[config.mk]
export PLATFORM = sky130hd
export DESIGN_NAME = sce_socket_ctrl
export DESIGN_NICKNAME = d
export VERILOG_FILES = /design/src/sce_pkg.sv /design/src/sce_stream_if.sv /design/src/sce_buf2.sv /design/src/sce_socket_ctrl.sv
export SDC_FILE = /design/constraint.sdc
export NUM_CORES = 1
export LEC_CHECK = 0
export BUFFER_PORTS_ARGS = -buffer_cell sky130_fd_sc_hd__buf_2
export CORE_MARGIN = 5
export CORE_UTILIZATION = 45
export CTS_CLUSTER_DIAMETER = 40
export DETAILED_ROUTE_END_ITERATION = 8
export HOLD_SLACK_MARGIN = 0.05
export PLACE_DENSITY = 0.71
export RECOVER_POWER = 50
export SETUP_SLACK_MARGIN = 0.3
export SLEW_MARGIN = 20
export SYNTH_ARGS = -nofsm -noshare
export SYNTH_HDL_FRONTEND = slang
export SYNTH_SLANG_ARGS = --single-unit
[constraint.sdc]
create_clock -name clk_sys -period 7.6 [get_ports clk_sys]
set_clock_uncertainty 0.15 [all_clocks]
set_input_delay 1.14 -clock clk_sys [delete_from_list [all_inputs] [get_ports clk_sys]]
set_output_delay 1.14 -clock clk_sys [all_outputs]
set_load 0.1 [all_outputs]
[src/sce_pkg.sv]
// Constants shared by the socket command and event block
package sce_pkg;

  // Command codes
  localparam logic [7:0] CMD_OPEN      = 8'h01;
  localparam logic [7:0] CMD_LISTEN    = 8'h02;
  localparam logic [7:0] CMD_CONNECT   = 8'h04;
  localparam logic [7:0] CMD_TEARDOWN  = 8'h08;
  localparam logic [7:0] CMD_CLOSE     = 8'h10;
  localparam logic [7:0] CMD_SEND      = 8'h20;
  localparam logic [7:0] CMD_SEND_FHW  = 8'h21;
  localparam logic [7:0] CMD_KEEPALIVE = 8'h22;
  localparam logic [7:0] CMD_PPP_START = 8'h23;
  localparam logic [7:0] CMD_PPP_STOP  = 8'h24;
  localparam logic [7:0] CMD_PPP_REQ   = 8'h25;
  localparam logic [7:0] CMD_PPP_NAK   = 8'h26;
  localparam logic [7:0] CMD_PPP_REJ   = 8'h27;
  localparam logic [7:0] CMD_RECEIVE_DONE_COMMAND      = 8'h40;

  // Protocol mode codes
  localparam logic [3:0] MODE_CLOSED = 4'h0;
  localparam logic [3:0] MODE_TCP    = 4'h1;
  localparam logic [3:0] MODE_UDP    = 4'h2;
  localparam logic [3:0] MODE_IPRAW  = 4'h3;
  localparam logic [3:0] MODE_MACRAW = 4'h4;
  localparam logic [3:0] MODE_PPPOE  = 4'h5;

  // Socket state codes as read by the host
  localparam logic [7:0] SS_RELEASED   = 8'h00;
  localparam logic [7:0] SS_INIT       = 8'h13;
  localparam logic [7:0] SS_LISTEN     = 8'h14;
  localparam logic [7:0] SS_CONNECTING = 8'h15;
  localparam logic [7:0] SS_LINKED     = 8'h17;
  localparam logic [7:0] SS_CLOSING    = 8'h18;
  localparam logic [7:0] SS_CLOSE_WAIT = 8'h1c;
  localparam logic [7:0] SS_UDP        = 8'h22;
  localparam logic [7:0] SS_IPRAW      = 8'h32;
  localparam logic [7:0] SS_MACRAW     = 8'h42;
  localparam logic [7:0] SS_PPPOE      = 8'h5f;

  // Event flag register
  localparam logic [15:0] REG_EVENT_FLAGS  = 16'h4002;
  localparam logic [7:0]  EVENT_FLAGS_RST  = 8'h00;
  localparam int          EV_ESTABLISHED   = 0;
  localparam int          EV_FIN_RX        = 1;
  localparam int          EV_DATA_RX       = 2;
  localparam int          EV_TIMEOUT       = 3;
  localparam int          EV_SEND_DONE     = 4;
  localparam int          EV_PPP_PHASE     = 5;
  localparam int          EV_PPP_AUTH_FAIL = 6;
  localparam int          EV_PPP_UNSUP     = 7;

  // Transmit request kinds
  localparam logic [3:0] PK_FIN       = 4'h1;
  localparam logic [3:0] PK_DATA      = 4'h2;
  localparam logic [3:0] PK_DATA_FHW  = 4'h3;
  localparam logic [3:0] PK_KEEPALIVE = 4'h4;
  localparam logic [3:0] PK_PPP_DISC  = 4'h5;
  localparam logic [3:0] PK_PPP_TERM  = 4'h6;
  localparam logic [3:0] PK_PPP_REQ   = 4'h7;
  localparam logic [3:0] PK_PPP_NAK   = 4'h8;
  localparam logic [3:0] PK_PPP_REJ   = 4'h9;

  // Transmit request field layout
  localparam int PTR_W      = 16;
  localparam int REQ_W      = 4 + 2 * PTR_W;
  localparam int KIND_LSB   = 2 * PTR_W;
  localparam int RDPTR_LSB  = PTR_W;
  localparam int WRPTR_LSB  = 0;
  localparam int KEEP_BYTES = 1;

  typedef enum logic [3:0] {
    ST_CLOSED     = 4'b0000,
    ST_INIT       = 4'b0001,
    ST_CONNECTING = 4'b0011,
    ST_LINKED     = 4'b0010,
    ST_CLOSING    = 4'b0110,
    ST_CLOSE_WAIT = 4'b0111,
    ST_LISTEN     = 4'b0101,
    ST_UDP        = 4'b0100,
    ST_IPRAW      = 4'b1100,
    ST_MACRAW     = 4'b1101,
    ST_PPPOE      = 4'b1111
  } sce_state_t;

endpackage

[src/sce_stream_if.sv]
// Valid/ready stream carrying transmit requests
interface sce_stream_if #(
  parameter int W = 36
);
  logic         valid;
  logic         ready;
  logic [W-1:0] data;

  modport src (output valid, output data, input ready);
  modport snk (input valid, input data, output ready);
endinterface

[src/sce_buf2.sv]
// Two-entry valid/ready buffer
module sce_buf2
  import sce_pkg::*;
(
  input  wire logic  clk_sys,
  input  wire logic  rst,
  sce_stream_if.snk  in_s,
  sce_stream_if.src  out_s
);
  localparam int W = $bits(in_s.data);

  logic [W-1:0] mem_q [2];
  logic         wr_q;
  logic         rd_q;
  logic [1:0]   cnt_q;
  logic         push;
  logic         pop;

  assign in_s.ready  = (cnt_q != 2'd2);
  assign out_s.valid = (cnt_q != 2'd0);
  assign out_s.data  = mem_q[rd_q];
  assign push        = in_s.valid & in_s.ready;
  assign pop         = out_s.valid & out_s.ready;

  always_ff @(posedge clk_sys) begin
    if (rst) begin
      wr_q  <= 1'b0;
      rd_q  <= 1'b0;
      cnt_q <= 2'd0;
    end else begin
      if (push) wr_q <= ~wr_q;
      if (pop) rd_q <= ~rd_q;
      cnt_q <= cnt_q + {1'b0, push} - {1'b0, pop};
    end
  end

  always_ff @(posedge clk_sys) begin
    if (push) mem_q[wr_q] <= in_s.data;
  end
endmodule

[src/sce_socket_ctrl.sv]
// Socket command interpreter, state and event flags

module sce_socket_ctrl
  import sce_pkg::*;
#(
  parameter int SOCKET_ID = 0
) (
  input  wire logic             clk_sys,
  input  wire logic             rst,
  input  wire logic             cmd_valid,
  input  wire logic [7:0]       cmd_code,
  output wire logic             cmd_ready,
  output logic                  cmd_ignored_q,
  input  wire logic [3:0]       socket_protocol_mode,
  input  wire logic [7:0]       socket_event_mask,
  input  wire logic             flags_wr,
  input  wire logic [7:0]       flags_wdata,
  output logic [7:0]            socket_event_flags_q,
  output wire logic             global_socket_flag,
  output logic [7:0]            socket_state_q,
  input  wire logic [PTR_W-1:0] tx_read_pointer,
  input  wire logic [PTR_W-1:0] tx_write_pointer,
  input  wire logic [PTR_W-1:0] rx_read_pointer,
  output logic                  rx_consume_q,
  output logic [PTR_W-1:0]      rx_consumed_ptr_q,
  output wire logic             txq_valid,
  input  wire logic             txq_ready,
  output wire logic [3:0]       txq_kind,
  output wire logic [PTR_W-1:0] txq_rd_ptr,
  output wire logic [PTR_W-1:0] txq_wr_ptr,
  input  wire logic             ev_established,
  input  wire logic             ev_fin_rx,
  input  wire logic             ev_finack_rx,
  input  wire logic             ev_rst_rx,
  input  wire logic             ev_data_rx,
  input  wire logic             ev_timeout,
  input  wire logic             ev_send_done,
  input  wire logic             ev_ppp_unsup,
  input  wire logic             ev_ppp_auth_fail,
  input  wire logic             ev_ppp_phase
);

  sce_state_t st_q;
  sce_state_t st_d;

  sce_stream_if #(.W(REQ_W)) push_s ();
  sce_stream_if #(.W(REQ_W)) pop_s ();

  sce_buf2 u_buf (
    .clk_sys (clk_sys),
    .rst     (rst),
    .in_s    (push_s),
    .out_s   (pop_s)
  );

  // Mode and state qualifiers
  wire is_tcp   = (socket_protocol_mode == MODE_TCP);
  wire is_udp   = (socket_protocol_mode == MODE_UDP);
  wire ppp_ok   = (SOCKET_ID == 0) &&
                  (socket_protocol_mode == MODE_PPPOE);
  wire tcp_conn = (st_q == ST_CONNECTING) || (st_q == ST_LISTEN);
  wire tcp_live = (st_q == ST_LINKED) || (st_q == ST_CLOSE_WAIT);
  wire tcp_any  = tcp_conn || tcp_live || (st_q == ST_INIT) ||
                  (st_q == ST_CLOSING);
  wire dgram    = (st_q == ST_UDP) || (st_q == ST_IPRAW) ||
                  (st_q == ST_MACRAW);

  // Command taken only while the buffer has room
  assign cmd_ready = push_s.ready;
  wire take = cmd_valid & cmd_ready;

  // Command decode
  wire c_open  = take && (cmd_code == CMD_OPEN) && (st_q == ST_CLOSED) &&
                 (socket_protocol_mode != MODE_CLOSED);
  wire c_lstn  = take && (cmd_code == CMD_LISTEN) && is_tcp &&
                 (st_q == ST_INIT);
  wire c_conn  = take && (cmd_code == CMD_CONNECT) && is_tcp &&
                 (st_q == ST_INIT);
  wire c_tdown = take && (cmd_code == CMD_TEARDOWN) && is_tcp && tcp_live;
  wire c_close = take && (cmd_code == CMD_CLOSE);
  wire c_send  = take && (cmd_code == CMD_SEND) &&
                 ((is_tcp && tcp_live) || dgram);
  wire c_fhw   = take && (cmd_code == CMD_SEND_FHW) && is_udp &&
                 (st_q == ST_UDP);
  wire c_keep  = take && (cmd_code == CMD_KEEPALIVE) && is_tcp &&
                 (st_q == ST_LINKED);
  wire c_receive_done_command  = take && (cmd_code == CMD_RECEIVE_DONE_COMMAND) &&
                 ((is_tcp && tcp_live) || dgram);
  wire c_pstart = take && (cmd_code == CMD_PPP_START) && ppp_ok;
  wire c_pstop  = take && (cmd_code == CMD_PPP_STOP) && ppp_ok;
  wire c_preq   = take && (cmd_code == CMD_PPP_REQ) && ppp_ok;
  wire c_pnak   = take && (cmd_code == CMD_PPP_NAK) && ppp_ok;
  wire c_prej   = take && (cmd_code == CMD_PPP_REJ) && ppp_ok;

  wire c_known = c_open | c_lstn | c_conn | c_tdown | c_close |
                 c_send | c_fhw | c_keep | c_receive_done_command | c_pstart |
                 c_pstop | c_preq | c_pnak | c_prej;

  // Transmit request kind
  wire [3:0] req_kind =
      c_tdown  ? PK_FIN       :
      c_send   ? PK_DATA      :
      c_fhw    ? PK_DATA_FHW  :
      c_keep   ? PK_KEEPALIVE :
      c_pstart ? PK_PPP_DISC  :
      c_pstop  ? PK_PPP_TERM  :
      c_preq   ? PK_PPP_REQ   :
      c_pnak   ? PK_PPP_NAK   :
      c_prej   ? PK_PPP_REJ   :
                 4'h0;

  // Keep-alive carries a single byte past the read pointer
  wire [PTR_W-1:0] keep_end = tx_read_pointer + PTR_W'(KEEP_BYTES);
  wire [PTR_W-1:0] req_wr   = c_keep ? keep_end : tx_write_pointer;

  assign push_s.valid = take && (req_kind != 4'h0);
  assign push_s.data  = {req_kind, tx_read_pointer, req_wr};

  assign pop_s.ready = txq_ready;
  assign txq_valid   = pop_s.valid;
  assign txq_kind    = pop_s.data[KIND_LSB +: 4];
  assign txq_rd_ptr  = pop_s.data[RDPTR_LSB +: PTR_W];
  assign txq_wr_ptr  = pop_s.data[WRPTR_LSB +: PTR_W];

  // State opened by the protocol mode
  wire sce_state_t open_st =
      (socket_protocol_mode == MODE_TCP)    ? ST_INIT   :
      (socket_protocol_mode == MODE_UDP)    ? ST_UDP    :
      (socket_protocol_mode == MODE_IPRAW)  ? ST_IPRAW  :
      (socket_protocol_mode == MODE_MACRAW) ? ST_MACRAW :
      ((socket_protocol_mode == MODE_PPPOE) && (SOCKET_ID == 0)) ?
                                              ST_PPPOE  : ST_CLOSED;

  // Socket state machine
  always_comb begin
    st_d = st_q;
    case (st_q)
      ST_CLOSED: begin
        if (c_open) st_d = open_st;
      end
      ST_INIT: begin
        if (c_lstn) st_d = ST_LISTEN;
        else if (c_conn) st_d = ST_CONNECTING;
      end
      ST_CONNECTING, ST_LISTEN: begin
        if (ev_timeout) st_d = ST_CLOSED;
        else if (ev_established) st_d = ST_LINKED;
      end
      ST_LINKED: begin
        if (c_tdown) st_d = ST_CLOSING;
        else if (ev_timeout) st_d = ST_CLOSED;
        else if (ev_fin_rx) st_d = ST_CLOSE_WAIT;
      end
      ST_CLOSE_WAIT: begin
        if (c_tdown) st_d = ST_CLOSING;
        else if (ev_timeout) st_d = ST_CLOSED;
      end
      ST_CLOSING: begin
        if (ev_finack_rx) st_d = ST_CLOSED;
        else if (ev_timeout) st_d = ST_CLOSED;
      end
      ST_PPPOE: begin
        if (c_pstop) st_d = ST_CLOSED;
      end
      default: st_d = st_q;
    endcase
    if (ev_rst_rx && tcp_any) st_d = ST_CLOSED;
    if (c_close) st_d = ST_CLOSED;
  end

  // Host-visible state code
  wire [7:0] state_code =
      (st_d == ST_INIT)       ? SS_INIT       :
      (st_d == ST_LISTEN)     ? SS_LISTEN     :
      (st_d == ST_CONNECTING) ? SS_CONNECTING :
      (st_d == ST_LINKED)     ? SS_LINKED     :
      (st_d == ST_CLOSING)    ? SS_CLOSING    :
      (st_d == ST_CLOSE_WAIT) ? SS_CLOSE_WAIT :
      (st_d == ST_UDP)        ? SS_UDP        :
      (st_d == ST_IPRAW)      ? SS_IPRAW      :
      (st_d == ST_MACRAW)     ? SS_MACRAW     :
      (st_d == ST_PPPOE)      ? SS_PPPOE      :
                                SS_RELEASED;

  always_ff @(posedge clk_sys) begin
    if (rst) begin
      st_q           <= ST_CLOSED;
      socket_state_q <= SS_RELEASED;
    end else begin
      st_q           <= st_d;
      socket_state_q <= state_code;
    end
  end

  // Raw events per flag bit
  logic [7:0] ev_raw;
  always_comb begin
    ev_raw                   = 8'h00;
    ev_raw[EV_ESTABLISHED]   = ev_established & tcp_conn;
    ev_raw[EV_FIN_RX]        = ev_fin_rx & (st_q == ST_LINKED);
    ev_raw[EV_DATA_RX]       = ev_data_rx;
    ev_raw[EV_TIMEOUT]       = ev_timeout;
    ev_raw[EV_SEND_DONE]     = ev_send_done;
    ev_raw[EV_PPP_PHASE]     = ev_ppp_phase & ppp_ok;
    ev_raw[EV_PPP_AUTH_FAIL] = ev_ppp_auth_fail & ppp_ok;
    ev_raw[EV_PPP_UNSUP]     = ev_ppp_unsup & ppp_ok;
  end

  wire [7:0] ev_set = ev_raw & socket_event_mask;
  wire [7:0] ev_clr = flags_wr ? flags_wdata : 8'h00;

  // Sticky flags, a set beats a clear in the same cycle
  genvar b;
  generate
    for (b = 0; b < 8; b++) begin : g_flag
      always_ff @(posedge clk_sys) begin
        if (rst) begin
          socket_event_flags_q[b] <= EVENT_FLAGS_RST[b];
        end else if (ev_set[b]) begin
          socket_event_flags_q[b] <= 1'b1;
        end else if (ev_clr[b]) begin
          socket_event_flags_q[b] <= 1'b0;
        end
      end
    end
  endgenerate

  assign global_socket_flag = |socket_event_flags_q;

  // Receive consumption and ignored-command report
  always_ff @(posedge clk_sys) begin
    if (rst) begin
      rx_consume_q      <= 1'b0;
      rx_consumed_ptr_q <= '0;
      cmd_ignored_q     <= 1'b0;
    end else begin
      rx_consume_q  <= c_receive_done_command;
      cmd_ignored_q <= take & ~c_known;
      if (c_receive_done_command) rx_consumed_ptr_q <= rx_read_pointer;
    end
  end

endmodule

==> impl_metrics.tcl, run 1 <==
set metrics [dict create \
    arrival_ns 3.49 \
    path_common_cell "clkbuf_1" \
    ios 164 \
    cpMaxStageDelayCell "clkbuf_1" \
    dp_hpwl_um 9550 \
    synth_top_area_cell "edfxtp_1" \
    antenna_found_initial 0 \
    hold_buffers 0 \
    final_cells 770 \
    worst_path_largest_cell_delay_ns 1.49 \
    antenna_cells 0 \
    dr_total_vias 4212 \
    ys.flop_type "edfxtp_1" \
    grt_pass1_vias 4241 \
    dpl-instance-area_um2 6180 \
    crit_family "buffers and inverters" \
    clk_path_buf_depth 2 \
    drcViolationCount 0 \
    synth_nets 550 \
    crit_chain "clkbuf_1 > mux2_2 > clkbuf_1" \
    cp.required_ns 6.31 \
    synth.cell_area_um2 5350 \
    worstMarginPinSlew_ns 2.10 \
    drive_above_1_share 0.289 \
    status "complete, but fails checks" \
    fin_crit_sh 0.630 \
    num_rows 39 \
    rsz0062_at_grt "false" \
    die_y_um 119 \
    synth_top_area_share 0.404 \
    ir_drop_mv 0.192 \
    drt_iter0_drc 295 \
    postCtsResizedCells 0 \
    timing.final.crit_period_ns 4.78 \
    synth_area_per_cell_um2 11.7 \
    clock_sinks 114 \
    crit_type "reg2out" \
    hold_viol_final 0 \
    power_density_nw_per_um2 299 \
    ys_ff_latch 114 \
    hold_path.class "reg2reg" \
    fin_area_um2 6670 \
    cap_violations 2 \
    place_ws_ns 3.34 \
    setup_slack_ns 2.82 \
    grt_overflow 0 \
    yosysWarnings 0 \
    fin_setup_tns_ns 0 \
    cts_tree "yes" \
    syn2layout_area_growth_pct 24.6 \
    cp-start-kind "flip-flop" \
    synth_area_leaders "edfxtp_1 (40%), dfxtp_1 (16%), mux2_2 (8.0%)" \
    crit_buf_inv 2 \
    yosysMostFrequentCell "edfxtp_1" \
    slew_headroom -0.398 \
    fp.dieArea_um2 14200 \
    synth.top_cells.by_count "edfxtp_1 (72), nor2_1 (45), dfxtp_1 (42), nand2_1 (41), mux2_2 (38)" \
    vias_per_cell 5.47 \
    place.gp.congestion 0.905 \
    numCtsBuffers 17 \
    postSynthCellCount 456 \
    power_leakage_nw 2.60 \
    ant_nets 0 \
    slew_viol_final 75 \
    grt.total_usage 0.189 \
    violations "max-capacitance violations, max-slew violations" \
    fillCellCount 1003 \
    totalWireLength_um 13300 \
    core_area_um2 11500 \
    initial_core_util 0.465 \
    total_power_w 0.00199 \
    async_flop_share 0 \
    grt_pass1_wl_um 21100 \
    clk_latency_ns 0.41 \
    synth-edff-count 72 \
    die_x_um 119 \
    postCtsSetupBuffers 0 \
    cp-end-kind "primary output" \
    h-tree-depth 4 \
    synth_cell_types 65 \
    routedWlPerCell_um 17.3 \
    clkTransAtPathRegs_ns 0.05 \
    final-setup-viol-count 0 \
    numPortBuffers 162 \
    clock-root-buffer "clkbuf_16" \
    dr.pass1.iters 5 \
    critPathMaxFanout 36 \
    grt_max_degree 38 \
    max_freq_ghz 0.209 \
    seq_area_frac_synth 0.561 \
    num-nets-final 708 \
    dpl.cell_count 738 \
]
==> cell type report <==
| type | count | area (µm²) | share of cell area |
|---|---|---|---|
| Sequential cell | 114 | 3000 | 0.450 |
| Multi-Input combinational cell | 303 | 2090 | 0.313 |
| Timing Repair Buffer | 165 | 748 | 0.112 |
| Clock buffer | 21 | 440 | 0.0660 |
| Tap cell | 143 | 179 | 0.0268 |
| Clock inverter | 11 | 161 | 0.0242 |
| Inverter | 13 | 48.8 | 0.00732 |
==> placed cells by master, fill, tap and decap left out, types with 3 or more instances in the layout <==
cell / instances
nor3_1: 5
a21oi_1: 9
and2_1: 3
nor2b_1: 7
ha_1: 3
clkbuf_16: 17
nand2_1: 41
clkinvlp_4: 3
nand2b_1: 4
mux2_2: 37
bufinv_16: 4
nand4_1: 8
nor4b_1: 4
xor2_1: 10
buf_2: 100
mux2i_1: 17
dfxtp_1: 42
a32oi_1: 4
o21ai_0: 25
inv_1: 13
edfxtp_1: 72
a31oi_1: 4
clkinv_2: 3
nor4_1: 10
clkbuf_1: 68
a22oi_1: 3
nand3_1: 7
and3_1: 6
nor2_1: 45
xnor2_1: 12
==> logic make-up (layout without fill, tap and decap cells) <==
logic type	count (synthesis)	in the layout	synth area share
compound gates	60	60	0.0706
xor+xnor	22	22	0.0360
fa+ha+maj	3	3	0.00701
buf+inv	39	210	0.0442
flops	114	114	0.561
mux	56	56	0.115
other cells	1	1	0.000701
simple gates	161	161	0.166
==> metrics by stage <==
step                      utilization  hold slack (ns)
after global placement          0.537            0.317
final                           0.579            0.343
after floorplan                     -            0.331
after global routing            0.579            0.350
after detailed placement        0.537            0.322
after CTS                       0.589            0.337
==> power by group <==
| part | leakage, nW | total, W | switching (W) | internal, W |
|---|---|---|---|---|
| Sequential | 0.970 | 0.000701 | 0.0000250 | 0.000676 |
| Clock | 0.284 | 0.000810 | 0.000266 | 0.000544 |
| Combinational | 1.35 | 0.000482 | 0.000358 | 0.000125 |
| Total | 2.60 | 0.00199 | 0.000649 | 0.00134 |
==> metal layers <==
| metal | part of all wire | GRT usage | up-vias |
|---|---|---|---|
| met2 | 0.46 | 0.301 | 225 |
| met1 | 0.42 | 0.228 | 1966 |
| li1 | - | - | 1989 |
| met4 | 0.026 | 0.0891 | 0 |
| met3 | 0.099 | 0.0711 | 32 |
| met5 | 0 | 0 | - |
==> registers in the layout (all words and copies together), names as in the netlist, named ones only <==
register and cells:
u_buf.mem_q 72, rx_consumed_ptr_q 16, socket_event_flags_q 8, socket_state_q 7, st_q 4, u_buf.cnt_q 2, cmd_ignored_q 1, rx_consume_q 1
u_buf.rd_q 1, u_buf.wr_q 1
==> tightest hold or removal path: cells and delay by family, from the launching register on <==
family	cells	cell delay [ns]
multiplexers	1	0.07
flip-flops	1	0.32
AND/OR/NAND/NOR	1	0.07
==> path summary, 6_finish.rpt <==
| kind | endpoint | depth (start not counted) | from | slack (ns) |
|---|---|---|---|---|
| min | rx_consumed_ptr_q[7] | 2 | rx_consumed_ptr_q[7] | 0.34 |
| min reg2reg | rx_consumed_ptr_q[7] | 2 | rx_consumed_ptr_q[7] | 0.34 |
| max reg2reg | u_buf.mem_q[0][0] | 5 | st_q[1] | 4.10 |
| max | txq_rd_ptr[5] | 3 | flip-flop | 2.82 |
Power figures use the tool's default switching activity.
==> run 2: changes to the inputs <==
ABC_AREA = 1   (was not set)
clock period = 4.8 ns   (was 7.6 ns; I/O delays follow)
==> impl_metrics.tcl, run 2 <==
set metrics [dict create \
    cts_tree "yes" \
    timing.final.crit_period_ns 3.45 \
    cp-start-kind "input pin" \
    async_flop_share 0 \
    postCtsResizedCells 0 \
    postCtsSetupBuffers 0 \
    endpoint "u_buf.mem_q[0][33]" \
    cp-end-kind "flip-flop" \
    drive_above_1_share 0.256 \
    rsz0062_at_grt "false" \
    slew_headroom 0.188 \
    clock-root-buffer "clkbuf_16" \
    most-common-layout-cells "nand2_1 (111), buf_2 (108), nor2_1 (95)" \
    drt_iter0_drc 378 \
    r2r-start "st_q[3]" \
    max_freq_ghz 0.290 \
    ys.flop_type "edfxtp_1" \
    die_x_um 121 \
    power_density_nw_per_um2 447 \
    ios 164 \
    grt_overflow 0 \
    dpl.cell_count 910 \
    reg2reg_slack_ns 1.41 \
    synth_cell_types 41 \
    slew_viol_final 0 \
    synth-edff-count 72 \
    arrival_ns 3.37 \
    fin_crit_sh 0.719 \
    synth_area_per_cell_um2 9.38 \
    reg.largest.list "u_buf.mem_q: 72 flops, rx_consumed_ptr_q: 16 flops, socket_event_flags_q: 8 flops" \
    totalWireLength_um 14100 \
    synth_top_area_share 0.389 \
    grt_pass1_wl_um 22600 \
    cp.required_ns 4.72 \
    r2r_end "u_buf.mem_q[0][33]" \
    worstMarginPinSlew_ns 1.22 \
    rr_worst_depth 8 \
    dp_hpwl_um 10700 \
    syn2layout_area_growth_pct 24.4 \
    final_cells 941 \
    status "complete, no violations" \
    initial_core_util 0.460 \
    numPortBuffers 162 \
    postSynthCellCount 592 \
    hold_buffers 0 \
    clk_latency_ns 0.41 \
    final_common_cell "nand2_1" \
    grt_pass1_vias 4688 \
    hold_path.class "reg2reg" \
    synth.top_cells.by_count "nand2_1 (107), nor2_1 (93), edfxtp_1 (72), inv_1 (45), dfxtp_1 (42)" \
    hold-path-cell-count 1 \
    ir_drop_mv 0.334 \
    num-nets-final 855 \
    cap_violations 0 \
    grt_max_degree 37 \
    crit_type "in2reg" \
    fp.dieArea_um2 14700 \
    clock_sinks 114 \
    routedWlPerCell_um 14.9 \
    fin_setup_tns_ns 0 \
    num_rows 40 \
    critPathMaxFanout 23 \
    yosysMostFrequentCell "nand2_1" \
    vias_per_cell 4.98 \
    dr.pass1.iters 5 \
    synth_area_leaders "edfxtp_1 (39%), dfxtp_1 (15%), mux2_2 (7.3%)" \
    seq_area_frac_synth 0.541 \
    yosysWarnings 0 \
    core_area_um2 12100 \
    largest_reg_flops 72 \
    antenna_found_initial 0 \
    largest_register "u_buf.mem_q" \
    h-tree-depth 4 \
    dr_total_vias 4684 \
    clk_path_buf_depth 2 \
    place.gp.congestion 0.910 \
    startpoint "cmd_code[6]" \
    drcViolationCount 0 \
    synth_nets 686 \
    ant_nets 0 \
    synth.cell_area_um2 5550 \
    clkTransAtPathRegs_ns 0.05 \
    power_leakage_nw 2.94 \
    ys_ff_latch 114 \
    hold_viol_final 0 \
    grt.total_usage 0.197 \
    synth_top_area_cell "edfxtp_1" \
    die_y_um 121 \
    final-setup-viol-count 0 \
    numCtsBuffers 17 \
]
## run 2: cell count changes after synthesis, moves of 9 or more
cell / previous run / this run
a21oi_1: 9 / 18
inv_1: 13 / 45
mux2i_1: 17 / 0
nand2_1: 41 / 107
nand2_2: 0 / 9
nand3_1: 7 / 40
nor2_1: 45 / 93
nor2_2: 0 / 9
xnor2_1: 12 / 2
## run 2: cell type report
| class | count | area [µm²] |
|---|---|---|
| Antenna cell | 1 | 2.50 |
| Clock buffer | 22 | 444 |
| Clock inverter | 8 | 65.1 |
| Fill cell | 1120 | 5150 |
| Inverter | 51 | 191 |
| Multi-Input combinational cell | 412 | 2230 |
| Sequential cell | 114 | 3000 |
| Tap cell | 168 | 210 |
| Timing Repair Buffer | 165 | 766 |
## run 2: layer usage
metal  global-route usage  vias up  wire (µm)
met5                    0        -          0
met4               0.0729        0        230
met3               0.0569       20        885
met2                0.325      156       6880
met1                0.246     2163       6050
li1                     -     2345          -
## run 2: worst min-delay path by stage
stage	start	end	slack (ns)
floorplan	u_buf.rd_q	flip-flop	0.28
global placement	u_buf.rd_q	u_buf.rd_q	0.29
detailed placement	u_buf.rd_q	flip-flop	0.30
CTS	u_buf.rd_q	flip-flop	0.30
global route	u_buf.rd_q	u_buf.rd_q	0.33
finish	u_buf.rd_q	u_buf.rd_q	0.30
## run 2: worst max-delay path, stage by stage
cell and delay [ns]:
buf_2 0.12, nor2_1 0.13, nand3_1 0.20, nor2_1 0.21, inv_1 0.12, nor4_1 0.73, nor2_1 0.13, nand4_1 0.13
nor2_1 0.11, nor2_4 0.36, buf_4 0.40
## run 2: stage by stage
stage	utilization	worst slack [ns]	cell area (µm²)	hold slack (ns)	total power, W
after floorplan	-	0.929	5550	0.275	0.00187
after global placement	0.542	1.39	6540	0.285	0.00205
after detailed placement	0.542	1.21	6540	0.295	0.00206
after CTS	0.585	1.57	7050	0.303	0.00316
after global routing	0.573	1.10	6910	0.328	0.00324
final	0.573	1.35	6910	0.303	0.00309
## run 2: cell families after synthesis
logic type,count (synthesis),share of synthesized area
compound gates,63,0.0663
xor+xnor,11,0.0174
fa+ha+maj,3,0.00676
buf+inv,66,0.0469
flops,114,0.541
mux,36,0.0730
other cells,1,0.000675
simple gates,298,0.248
## run 2: report_power, final
group          internal, W  switching (W)  leakage, nW
sequential         0.00107      0.0000212        0.984
combinational     0.000227       0.000683         1.70
clock             0.000694       0.000390        0.248
